[config.mk]
export PLATFORM = sky130hd
export DESIGN_NAME = smc_standby_ctrl
export DESIGN_NICKNAME = d
export VERILOG_FILES = /design/src/rtl/smc_pkg.sv /design/src/rtl/smc_stab_if.sv /design/src/rtl/smc_standby_ctrl.sv /design/src/rtl/smc_stab_counter.sv
export VERILOG_INCLUDE_DIRS = /design/src /design/src/rtl
export SDC_FILE = /design/constraint.sdc
export NUM_CORES = 1
export LEC_CHECK = 0
export BUFFER_PORTS_ARGS = -buffer_cell sky130_fd_sc_hd__buf_2
export CORE_MARGIN = 3
export CORE_UTILIZATION = 52
export CTS_CLUSTER_DIAMETER = 100
export DETAILED_ROUTE_END_ITERATION = 7
export GPL_TIMING_DRIVEN = 0
export MAX_ROUTING_LAYER = met4
export PLACE_DENSITY_LB_ADDON = 0.3
export SLEW_MARGIN = 40
export SYNTH_ARGS = -nofsm -noshare
export SYNTH_HDL_FRONTEND = slang
export SYNTH_HIERARCHICAL = 1
export SYNTH_SLANG_ARGS = --single-unit
[constraint.sdc]
create_clock -name sys_clk_i -period 2.5 [get_ports sys_clk_i]
set_input_delay 0.375 -clock sys_clk_i [delete_from_list [all_inputs] [get_ports sys_clk_i]]
set_output_delay 0.375 -clock sys_clk_i [all_outputs]
set_load 0.01 [all_outputs]
[src/rtl/smc_defines.svh]
/*
  Constants of the standby mode controller: stabilization wait codes,
  counter stage layout and the internal-oscillator restart wait.
  Assumes it is included by its bare name, before the package.
*/
// Functional notes
// - Light-sleep instruction gates the CPU clock off.
// - Light sleep leaves every running oscillator running.
// - Deep-sleep instruction stops main crystal, halts clocks.
// - Interrupt request releases deep sleep.
// - Deep-sleep release holds CPU for stabilization wait.
// - Light-sleep release on interrupt is immediate.
// - Registers, flags and memory held in sleep.
// - Port latches and buffers held in sleep.
// - Light sleep accepted from any clock source.
// - Internal oscillator keeps running through deep sleep.
// - Internal clock: CPU stopped 17 periods after release.
// - Deep-sleep release resumes on the entry source.
// - Light-sleep release resumes on the entry source.
// - Internal halt bit honoured only if stoppable option.
// - Wait select loads 05H at reset, codes 2^11, 2^13..2^16.
// - Progress bits set highest stage first, stay set.
`ifndef SMC_DEFINES_SVH
`define SMC_DEFINES_SVH

`define SMC_WSEL_W     3
`define SMC_WSEL_RST   3'h5
`define SMC_WSEL_MIN   3'h1
`define SMC_WSEL_MAX   3'h5
`define SMC_STAGES     5
`define SMC_EXP_FIRST  5'h0b
`define SMC_EXP_TOP    5'h10
`define SMC_INT_CNT_W  5
`define SMC_INT_WAIT   5'h11

`endif

[src/rtl/smc_pkg.sv]
/*
  Types shared by the standby mode controller modules.
  Assumes smc_defines.svh is on the include path.
*/
`include "smc_defines.svh"

package smc_pkg;

  typedef enum logic [1:0] {
    SMC_SRC_MAIN,
    SMC_SRC_INT,
    SMC_SRC_SUB
  } smc_src_e;

  typedef enum logic [2:0] {
    SMC_ST_RUN,
    SMC_ST_LIGHT,
    SMC_ST_DEEP,
    SMC_ST_WAIT_MAIN,
    SMC_ST_WAIT_INT
  } smc_state_e;

  typedef logic [`SMC_WSEL_W-1:0] smc_wsel_t;
  typedef logic [`SMC_STAGES-1:0] smc_prog_t;

endpackage

[src/rtl/smc_stab_if.sv]
/*
  Link between the standby controller and its stabilization counter.
  Assumes both ends share one clock.
*/
`timescale 1ns/100ps

interface smc_stab_if;
  import smc_pkg::*;

  logic      clr;
  logic      run;
  logic      tick;
  smc_wsel_t sel;
  smc_prog_t prog;
  logic      done;

  modport ctrl (output clr, output run, output tick, output sel,
                input prog, input done);
  modport cnt  (input clr, input run, input tick, input sel,
                output prog, output done);
endinterface

[src/rtl/smc_standby_ctrl.sv]
/*
  Standby mode controller: light sleep, deep sleep, interrupt wake-up
  and the oscillator stabilization wait after deep-sleep release.
  Assumes all inputs synchronous to sys_clk_i; oscillator ticks are
  one-cycle pulses, one per oscillator period; sleep requests are
  one-cycle pulses from the CPU core.
*/
`timescale 1ns/100ps

`include "smc_defines.svh"

module smc_standby_ctrl
  import smc_pkg::*;
(
  // Clock, reset, enable
  input  wire logic      sys_clk_i,
  input  wire logic      rst_n_i,
  input  wire logic      ce_i,
  // CPU requests
  input  wire logic      light_sleep_req_i,
  input  wire logic      deep_sleep_req_i,
  input  wire logic      irq_i,
  input  wire smc_src_e  clk_src_i,
  // Clock control bits
  input  wire logic      main_osc_halt_bit_i,
  input  wire logic      main_clock_cut_bit_i,
  input  wire logic      internal_osc_halt_bit_i,
  input  wire logic      int_osc_stoppable_i,
  // Oscillator ticks
  input  wire logic      main_osc_tick_i,
  input  wire logic      int_osc_tick_i,
  // Wait select write
  input  wire logic      wait_sel_we_i,
  input  wire smc_wsel_t wait_sel_data_i,
  // Clock and hold outputs
  output logic           cpu_clk_en_o,
  output logic           main_osc_en_o,
  output logic           int_osc_en_o,
  output logic           hold_o,
  output smc_src_e       cpu_clk_src_o,
  // Status
  output smc_state_e     state_o,
  output smc_wsel_t      stabilization_wait_select_o,
  output smc_prog_t      stabilization_progress_status_o
);

  smc_state_e               state_reg;
  smc_state_e               state_next;
  smc_src_e                 src_reg;
  smc_wsel_t                wsel_reg;
  logic                     run_reg;
  logic                     cpu_en_reg;
  logic                     main_en_reg;
  logic                     int_en_reg;
  logic                     hold_reg;
  logic [`SMC_INT_CNT_W-1:0] int_cnt_reg;
  logic                     int_wait_end;
  logic                     deep_ok;

  smc_stab_if st ();

  smc_stab_counter u_cnt (
    .sys_clk_i (sys_clk_i),
    .rst_n_i   (rst_n_i),
    .ce_i      (ce_i),
    .st        (st.cnt)
  );

  // deep request from subsystem clock is ignored
  assign deep_ok = deep_sleep_req_i && clk_src_i != SMC_SRC_SUB;
  assign int_wait_end = int_osc_tick_i &&
                        int_cnt_reg == `SMC_INT_WAIT - `SMC_INT_CNT_W'(1);

  always_comb begin
    state_next = state_reg;
    unique case (state_reg)
      SMC_ST_RUN: begin
        if (deep_ok) begin
          state_next = SMC_ST_DEEP;
        end else if (light_sleep_req_i) begin
          state_next = SMC_ST_LIGHT;
        end
      end
      SMC_ST_LIGHT: begin
        if (irq_i) begin
          state_next = SMC_ST_RUN;
        end
      end
      SMC_ST_DEEP: begin
        // interrupt release, wait chosen by source
        if (irq_i) begin
          state_next = (src_reg == SMC_SRC_INT) ? SMC_ST_WAIT_INT :
                                                  SMC_ST_WAIT_MAIN;
        end
      end
      SMC_ST_WAIT_MAIN: begin
        if (st.done) begin
          state_next = SMC_ST_RUN;
        end
      end
      SMC_ST_WAIT_INT: begin
        if (int_wait_end) begin
          state_next = SMC_ST_RUN;
        end
      end
    endcase
  end

  always_ff @(posedge sys_clk_i) begin
    if (!rst_n_i) begin
      state_reg <= SMC_ST_RUN;
    end else if (ce_i) begin
      state_reg <= state_next;
    end
  end

  // source frozen from entry until resume
  always_ff @(posedge sys_clk_i) begin
    if (!rst_n_i) begin
      src_reg <= SMC_SRC_INT;
    end else if (ce_i && state_reg == SMC_ST_RUN) begin
      src_reg <= clk_src_i;
    end
  end

  // wait select loads its reset code
  always_ff @(posedge sys_clk_i) begin
    if (!rst_n_i) begin
      wsel_reg <= `SMC_WSEL_RST;
    end else if (ce_i && wait_sel_we_i) begin
      wsel_reg <= wait_sel_data_i;
    end
  end

  // counting restarts after reset and after deep release
  always_ff @(posedge sys_clk_i) begin
    if (!rst_n_i) begin
      run_reg <= 1'b1;
    end else if (ce_i) begin
      if (state_reg == SMC_ST_DEEP && irq_i) begin
        run_reg <= 1'b1;
      end else if (st.clr) begin
        run_reg <= 1'b0;
      end
    end
  end

  always_ff @(posedge sys_clk_i) begin
    if (!rst_n_i) begin
      int_cnt_reg <= '0;
    end else if (ce_i) begin
      if (state_reg != SMC_ST_WAIT_INT) begin
        int_cnt_reg <= '0;
      end else if (int_osc_tick_i) begin
        int_cnt_reg <= int_cnt_reg + `SMC_INT_CNT_W'(1);
      end
    end
  end

  // Outputs follow the next state so they line up with state_reg.
  always_ff @(posedge sys_clk_i) begin
    if (!rst_n_i) begin
      cpu_en_reg  <= 1'b1;
      main_en_reg <= 1'b0;
      int_en_reg  <= 1'b1;
      hold_reg    <= 1'b0;
    end else if (ce_i) begin
      cpu_en_reg  <= state_next == SMC_ST_RUN;
      // crystal off in deep sleep; untouched in light sleep
      main_en_reg <= state_next != SMC_ST_DEEP && !main_osc_halt_bit_i;
      // halt bit gated by option; deep sleep ignored
      int_en_reg  <= !(internal_osc_halt_bit_i && int_osc_stoppable_i);
      hold_reg    <= state_next != SMC_ST_RUN;
    end
  end

  // Clearing on deep entry also discards a stale progress record.
  assign st.clr  = (state_reg == SMC_ST_RUN && deep_ok) ||
                   main_osc_halt_bit_i || main_clock_cut_bit_i;
  assign st.run  = run_reg;
  assign st.tick = main_osc_tick_i;
  assign st.sel  = wsel_reg;

  assign cpu_clk_en_o                    = cpu_en_reg;
  assign main_osc_en_o                   = main_en_reg;
  assign int_osc_en_o                    = int_en_reg;
  assign hold_o                          = hold_reg;
  assign cpu_clk_src_o                   = src_reg;
  assign state_o                         = state_reg;
  assign stabilization_wait_select_o     = wsel_reg;
  assign stabilization_progress_status_o = st.prog;
endmodule

[src/rtl/smc_stab_counter.sv]
/*
  Main-oscillator stabilization counter with staged progress flags.
  Assumes tick pulses once per main crystal period, synchronous to clk.
*/
`timescale 1ns/100ps

`include "smc_defines.svh"

module smc_stab_counter
  import smc_pkg::*;
#(
  parameter int CNT_W = int'(`SMC_EXP_TOP) + 1
) (
  // Clock and reset
  input  wire logic sys_clk_i,
  input  wire logic rst_n_i,
  input  wire logic ce_i,
  // Controller side
  smc_stab_if.cnt   st
);

  logic [CNT_W-1:0] cnt_reg;
  smc_prog_t        prog_reg;
  smc_prog_t        prog_set;
  logic [2:0]       sel_idx;

  // Illegal select codes fall back to the longest wait.
  assign sel_idx = (st.sel >= `SMC_WSEL_MIN && st.sel <= `SMC_WSEL_MAX) ?
                   3'(`SMC_WSEL_MAX - st.sel) : 3'h0;
  assign st.done = prog_reg[sel_idx];
  assign st.prog = prog_reg;

  for (genvar i = 0; i < `SMC_STAGES; i++) begin : g_stage
    localparam int EXP = (i == `SMC_STAGES - 1) ? int'(`SMC_EXP_FIRST) :
                         int'(`SMC_EXP_TOP) - i;
    localparam logic [CNT_W-1:0] THR = CNT_W'(1) << EXP;
    assign prog_set[i] = st.run && st.tick && !st.done &&
                         (cnt_reg + CNT_W'(1) == THR);
  end

  // Counting stops once the selected wait is reached.
  always_ff @(posedge sys_clk_i) begin
    if (!rst_n_i) begin
      cnt_reg <= '0;
    end else if (ce_i) begin
      if (st.clr) begin
        cnt_reg <= '0;
      end else if (st.run && st.tick && !st.done) begin
        cnt_reg <= cnt_reg + CNT_W'(1);
      end
    end
  end

  always_ff @(posedge sys_clk_i) begin
    if (!rst_n_i) begin
      prog_reg <= '0;
    end else if (ce_i) begin
      prog_reg <= (prog_reg & ~{`SMC_STAGES{st.clr}}) | prog_set;
    end
  end

  for (genvar j = 0; j < `SMC_STAGES - 1; j++) begin : g_ord

  end
endmodule

==> results.sh <==
export IMPL_status="completed"
export IMPL_leakage_nw=1.25
export IMPL_pre_cts_ws_ns=-0.182
export IMPL_cp_required_ns=2.69
export IMPL_worst_setup_path_start_kind="register"
export IMPL_antenna_cells=0
export IMPL_grt_pass1_vias=2476
export IMPL_slowest_delay_ns=0.49
export IMPL_stdcell_count=447
export IMPL_slew_viol_final=0
export IMPL_first_pass_iters=4
export IMPL_r2r_end="hold_o"
export IMPL_cp_arrival_ns=2.55
export IMPL_reg2reg_slack_ns=0.14
export IMPL_htree_num_levels=2
export IMPL_cp_top_family="simple AND/OR/NAND/NOR gates"
export IMPL_place_congestion=0.898
export IMPL_max_freq_mhz=423
export IMPL_synth_avg_cell_area_sq_um=8.03
export IMPL_synthCells=334
export IMPL_areaGrowthSynthToFinish_pct=16.0
export IMPL_holdPathEnd="stabilization_wait_select_o[2]"
export IMPL_ys_warn_count=6
export IMPL_cts_hold_buf=0
export IMPL_finalHoldViolations=0
export IMPL_fin_nets=404
export IMPL_drt_vias_per_instance=5.87
export IMPL_slew_headroom_pct=63.8
export IMPL_hold_path_depth=3
export IMPL_design_die_area_sq_mm=0.00605
export IMPL_power_per_cell_area_mw_per_mm2=456
export IMPL_final_cell_mix="dfxtp_1 (38), buf_2 (37), nand2_1 (34), nand3_1 (23), nor2_1 (18)"
export IMPL_dp_cells=435
export IMPL_grt_overflow=0
export IMPL_period_share_pct=94.6
export IMPL_min_path_type="in -> reg"
export IMPL_post_drt_wl_per_cell_microns=14.4
export IMPL_antenna_found_initial=0
export IMPL_max_cap_violations=0
export IMPL_clock_latency_ns=0.29
export IMPL_setup_viol=0
export IMPL_drtIter0Drc=177
export IMPL_core_area_sq_mm=0.00485
export IMPL_power_total_mw=1.42
export IMPL_drc=0
export IMPL_cts_buffers=5
export IMPL_hpwlAfterDp_microns=4760
export IMPL_die_w_microns=77.8
export IMPL_cts_tree="built"
export IMPL_cp_cell_sequence="inv_2 -> ha_2 -> nor2b_2 -> o31a_1 -> nand3_2 -> nand3b_4 -> inv_6 -> mux2i_1 -> nand3b_1 -> o21ai_2 -> or4_4 -> o211a_1"
export IMPL_postPlaceCellArea_sq_mm=0.00294
export IMPL_cp_num_buf_inv=2
export IMPL_row_count=25
export IMPL_clockBufferDepth=2
export IMPL_ys_types=68
export IMPL_start_util_pct=55.3
export IMPL_final_area_sq_mm=0.00311
export IMPL_path_max_fanout=7
export IMPL_cts_root_buffer="clkbuf_8"
export IMPL_setup_ws_ns=0.135
export IMPL_worstSetupEndpointType="register"
export IMPL_grt_usage_pct=22.8
export IMPL_final_min_clock_period_ns=2.36
export IMPL_die_y_microns=77.8
export IMPL_synth_edf_count=0
export IMPL_holdCritStartpoint="wait_sel_data_i[2]"
export IMPL_vias=2623
export IMPL_r2r_start="stabilization_wait_select_o[1]"
export IMPL_vdd_ir_drop_worst_v=0.000248
export IMPL_worstMarginPinSlew_ns=0.543
export IMPL_pin_count=35
export IMPL_synth_async_reset_ratio_pct=0
export IMPL_synthFlopType="dfxtp_1"
export IMPL_detail_route_antenna_nets=0
export IMPL_syn_num_nets=359
export IMPL_critPathKind="reg -> reg"
export IMPL_grt_pass1_wl_microns=11100
export IMPL_rsz0062_at_grt="false"
export IMPL_clk_pin_slew_worst_paths_ns=0.08
export IMPL_portBuffers=34
export IMPL_yosysSeqAreaShare_pct=29.9
export IMPL_wl_microns=6440
export IMPL_numClockSinks=40
export IMPL_ff2ff_path_depth=12
export IMPL_largest_register_ffs=17
export IMPL_grt_max_degree=13
export IMPL_drive_above_1_share_pct=22.9
export IMPL_cp_slowest_cell="or4_4"
export IMPL_fin_skew_ns=0.00479
export IMPL_synth_seq_cells=40
export IMPL_syn_area_sq_mm=0.00268
export IMPL_layout_commonest_cell="dfxtp_1"
[layout make-up]
class | count | area, sq um
tap | 67 | 83.8
inverter | 17 | 68.8
multi-input combinational | 254 | 1700
clock buffer | 6 | 72.6
timing repair buffer | 38 | 200
sequential | 40 | 806
fill | 432 | 1740
buffer | 23 | 146
clock inverter | 2 | 35.0
[worst max path at each step]
stage	start	end	slack (ns)	cells past startpoint
after floorplan	stabilization_wait_select_o[1]	hold_o	0.00009	12
after global placement	stabilization_wait_select_o[1]	hold_o	-0.11	12
after detailed placement	stabilization_wait_select_o[1]	hold_o	-0.18	12
after CTS	stabilization_wait_select_o[1]	hold_o	0.02	12
after global routing	stabilization_wait_select_o[1]	hold_o	0.01	12
final	stabilization_wait_select_o[1]	hold_o	0.14	12
[logic make-up after synthesis]
group	after synthesis	share of synthesized area (%)
AOI/OAI and AO/OA	80	20.4
xor gates and xnor gates	15	5.18
adders and majority gates	7	3.27
buffers and inverters	40	7.84
DFF	40	29.9
muxes	5	2.38
and+or+nand+nor	147	31.0
[power breakdown]
part,internal (mW),switching [mW]
combinational,0.0996,0.133
sequential,0.654,0.0143
clock,0.296,0.221
total,1.05,0.369
[Yosys cell counts (2+ instances only)]
cell type   n  area (sq um)
and4_1      3          26.3
nor2_1     19          71.3
nor3b_1     2          15.0
o211a_1     3          30.0
buf_2       3          15.0
nor3_1     10          50.1
inv_1      16          60.1
nor4b_1     2          17.5
and3_1      6          37.5
nand4_1    12          75.1
dfxtp_1    40           801
nand3_1    24           120
o22ai_1     3          18.8
mux2i_1     3          30.0
nor4_1      4          25.0
nand2b_1    4          25.0
nand3b_1    4          30.0
o21ai_0     3          15.0
a21oi_1    14          70.1
o2bb2ai_1   3          26.3
o211ai_1   12          90.1
xnor2_1     6          52.6
and2_1      6          37.5
xor2_1      8          70.1
ha_1        7          87.6
a31oi_1     5          31.3
nor2b_1     2          12.5
nand2_1    34           128
o21ai_1    16          80.1
clkbuf_1    8          30.0
o21a_1      6          45.0
or4_1       2          15.0
buf_4       9          67.6
[worst reg2reg max path, cell delays in order, from the launching register on]
cell and delay, ns:
dfxtp_2 0.36, inv_2 0.06, ha_2 0.19, nor2b_2 0.16
o31a_1 0.33, nand3_2 0.09, nand3b_4 0.10, inv_6 0.10
mux2i_1 0.08, nand3b_1 0.11, o21ai_2 0.08, or4_4 0.49
o211a_1 0.12
[timing repair]
item | CTS | global route
pin swaps | 1 | 4
setup endpoints to repair | 14 | 15
resized for setup | 4 | 9
setup buffers | 0 | 4
[per-layer routing]
metal / vias to the layer above / global-route usage [%] / part of all wire (%)
met2: 61 / 34.7 / 47
li1: 1308 / - / -
met5: - / - / 0
met4: 0 / 8.72 / 1.6
met1: 1242 / 29.4 / 48
met3: 12 / 4.99 / 3.8
[through the flow]
stage / utilization, % / TNS (ns) / hold slack, ns
after floorplan: - / 0 / 0.470
after global placement: 60.5 / -0.184 / 0.448
after detailed placement: 60.5 / -0.385 / 0.452
after CTS: 63.0 / 0 / 0.330
after global routing: 64.1 / 0 / 0.337
final: 64.1 / 0 / 0.332
No activity file was read; power rests on OpenSTA's default activity.
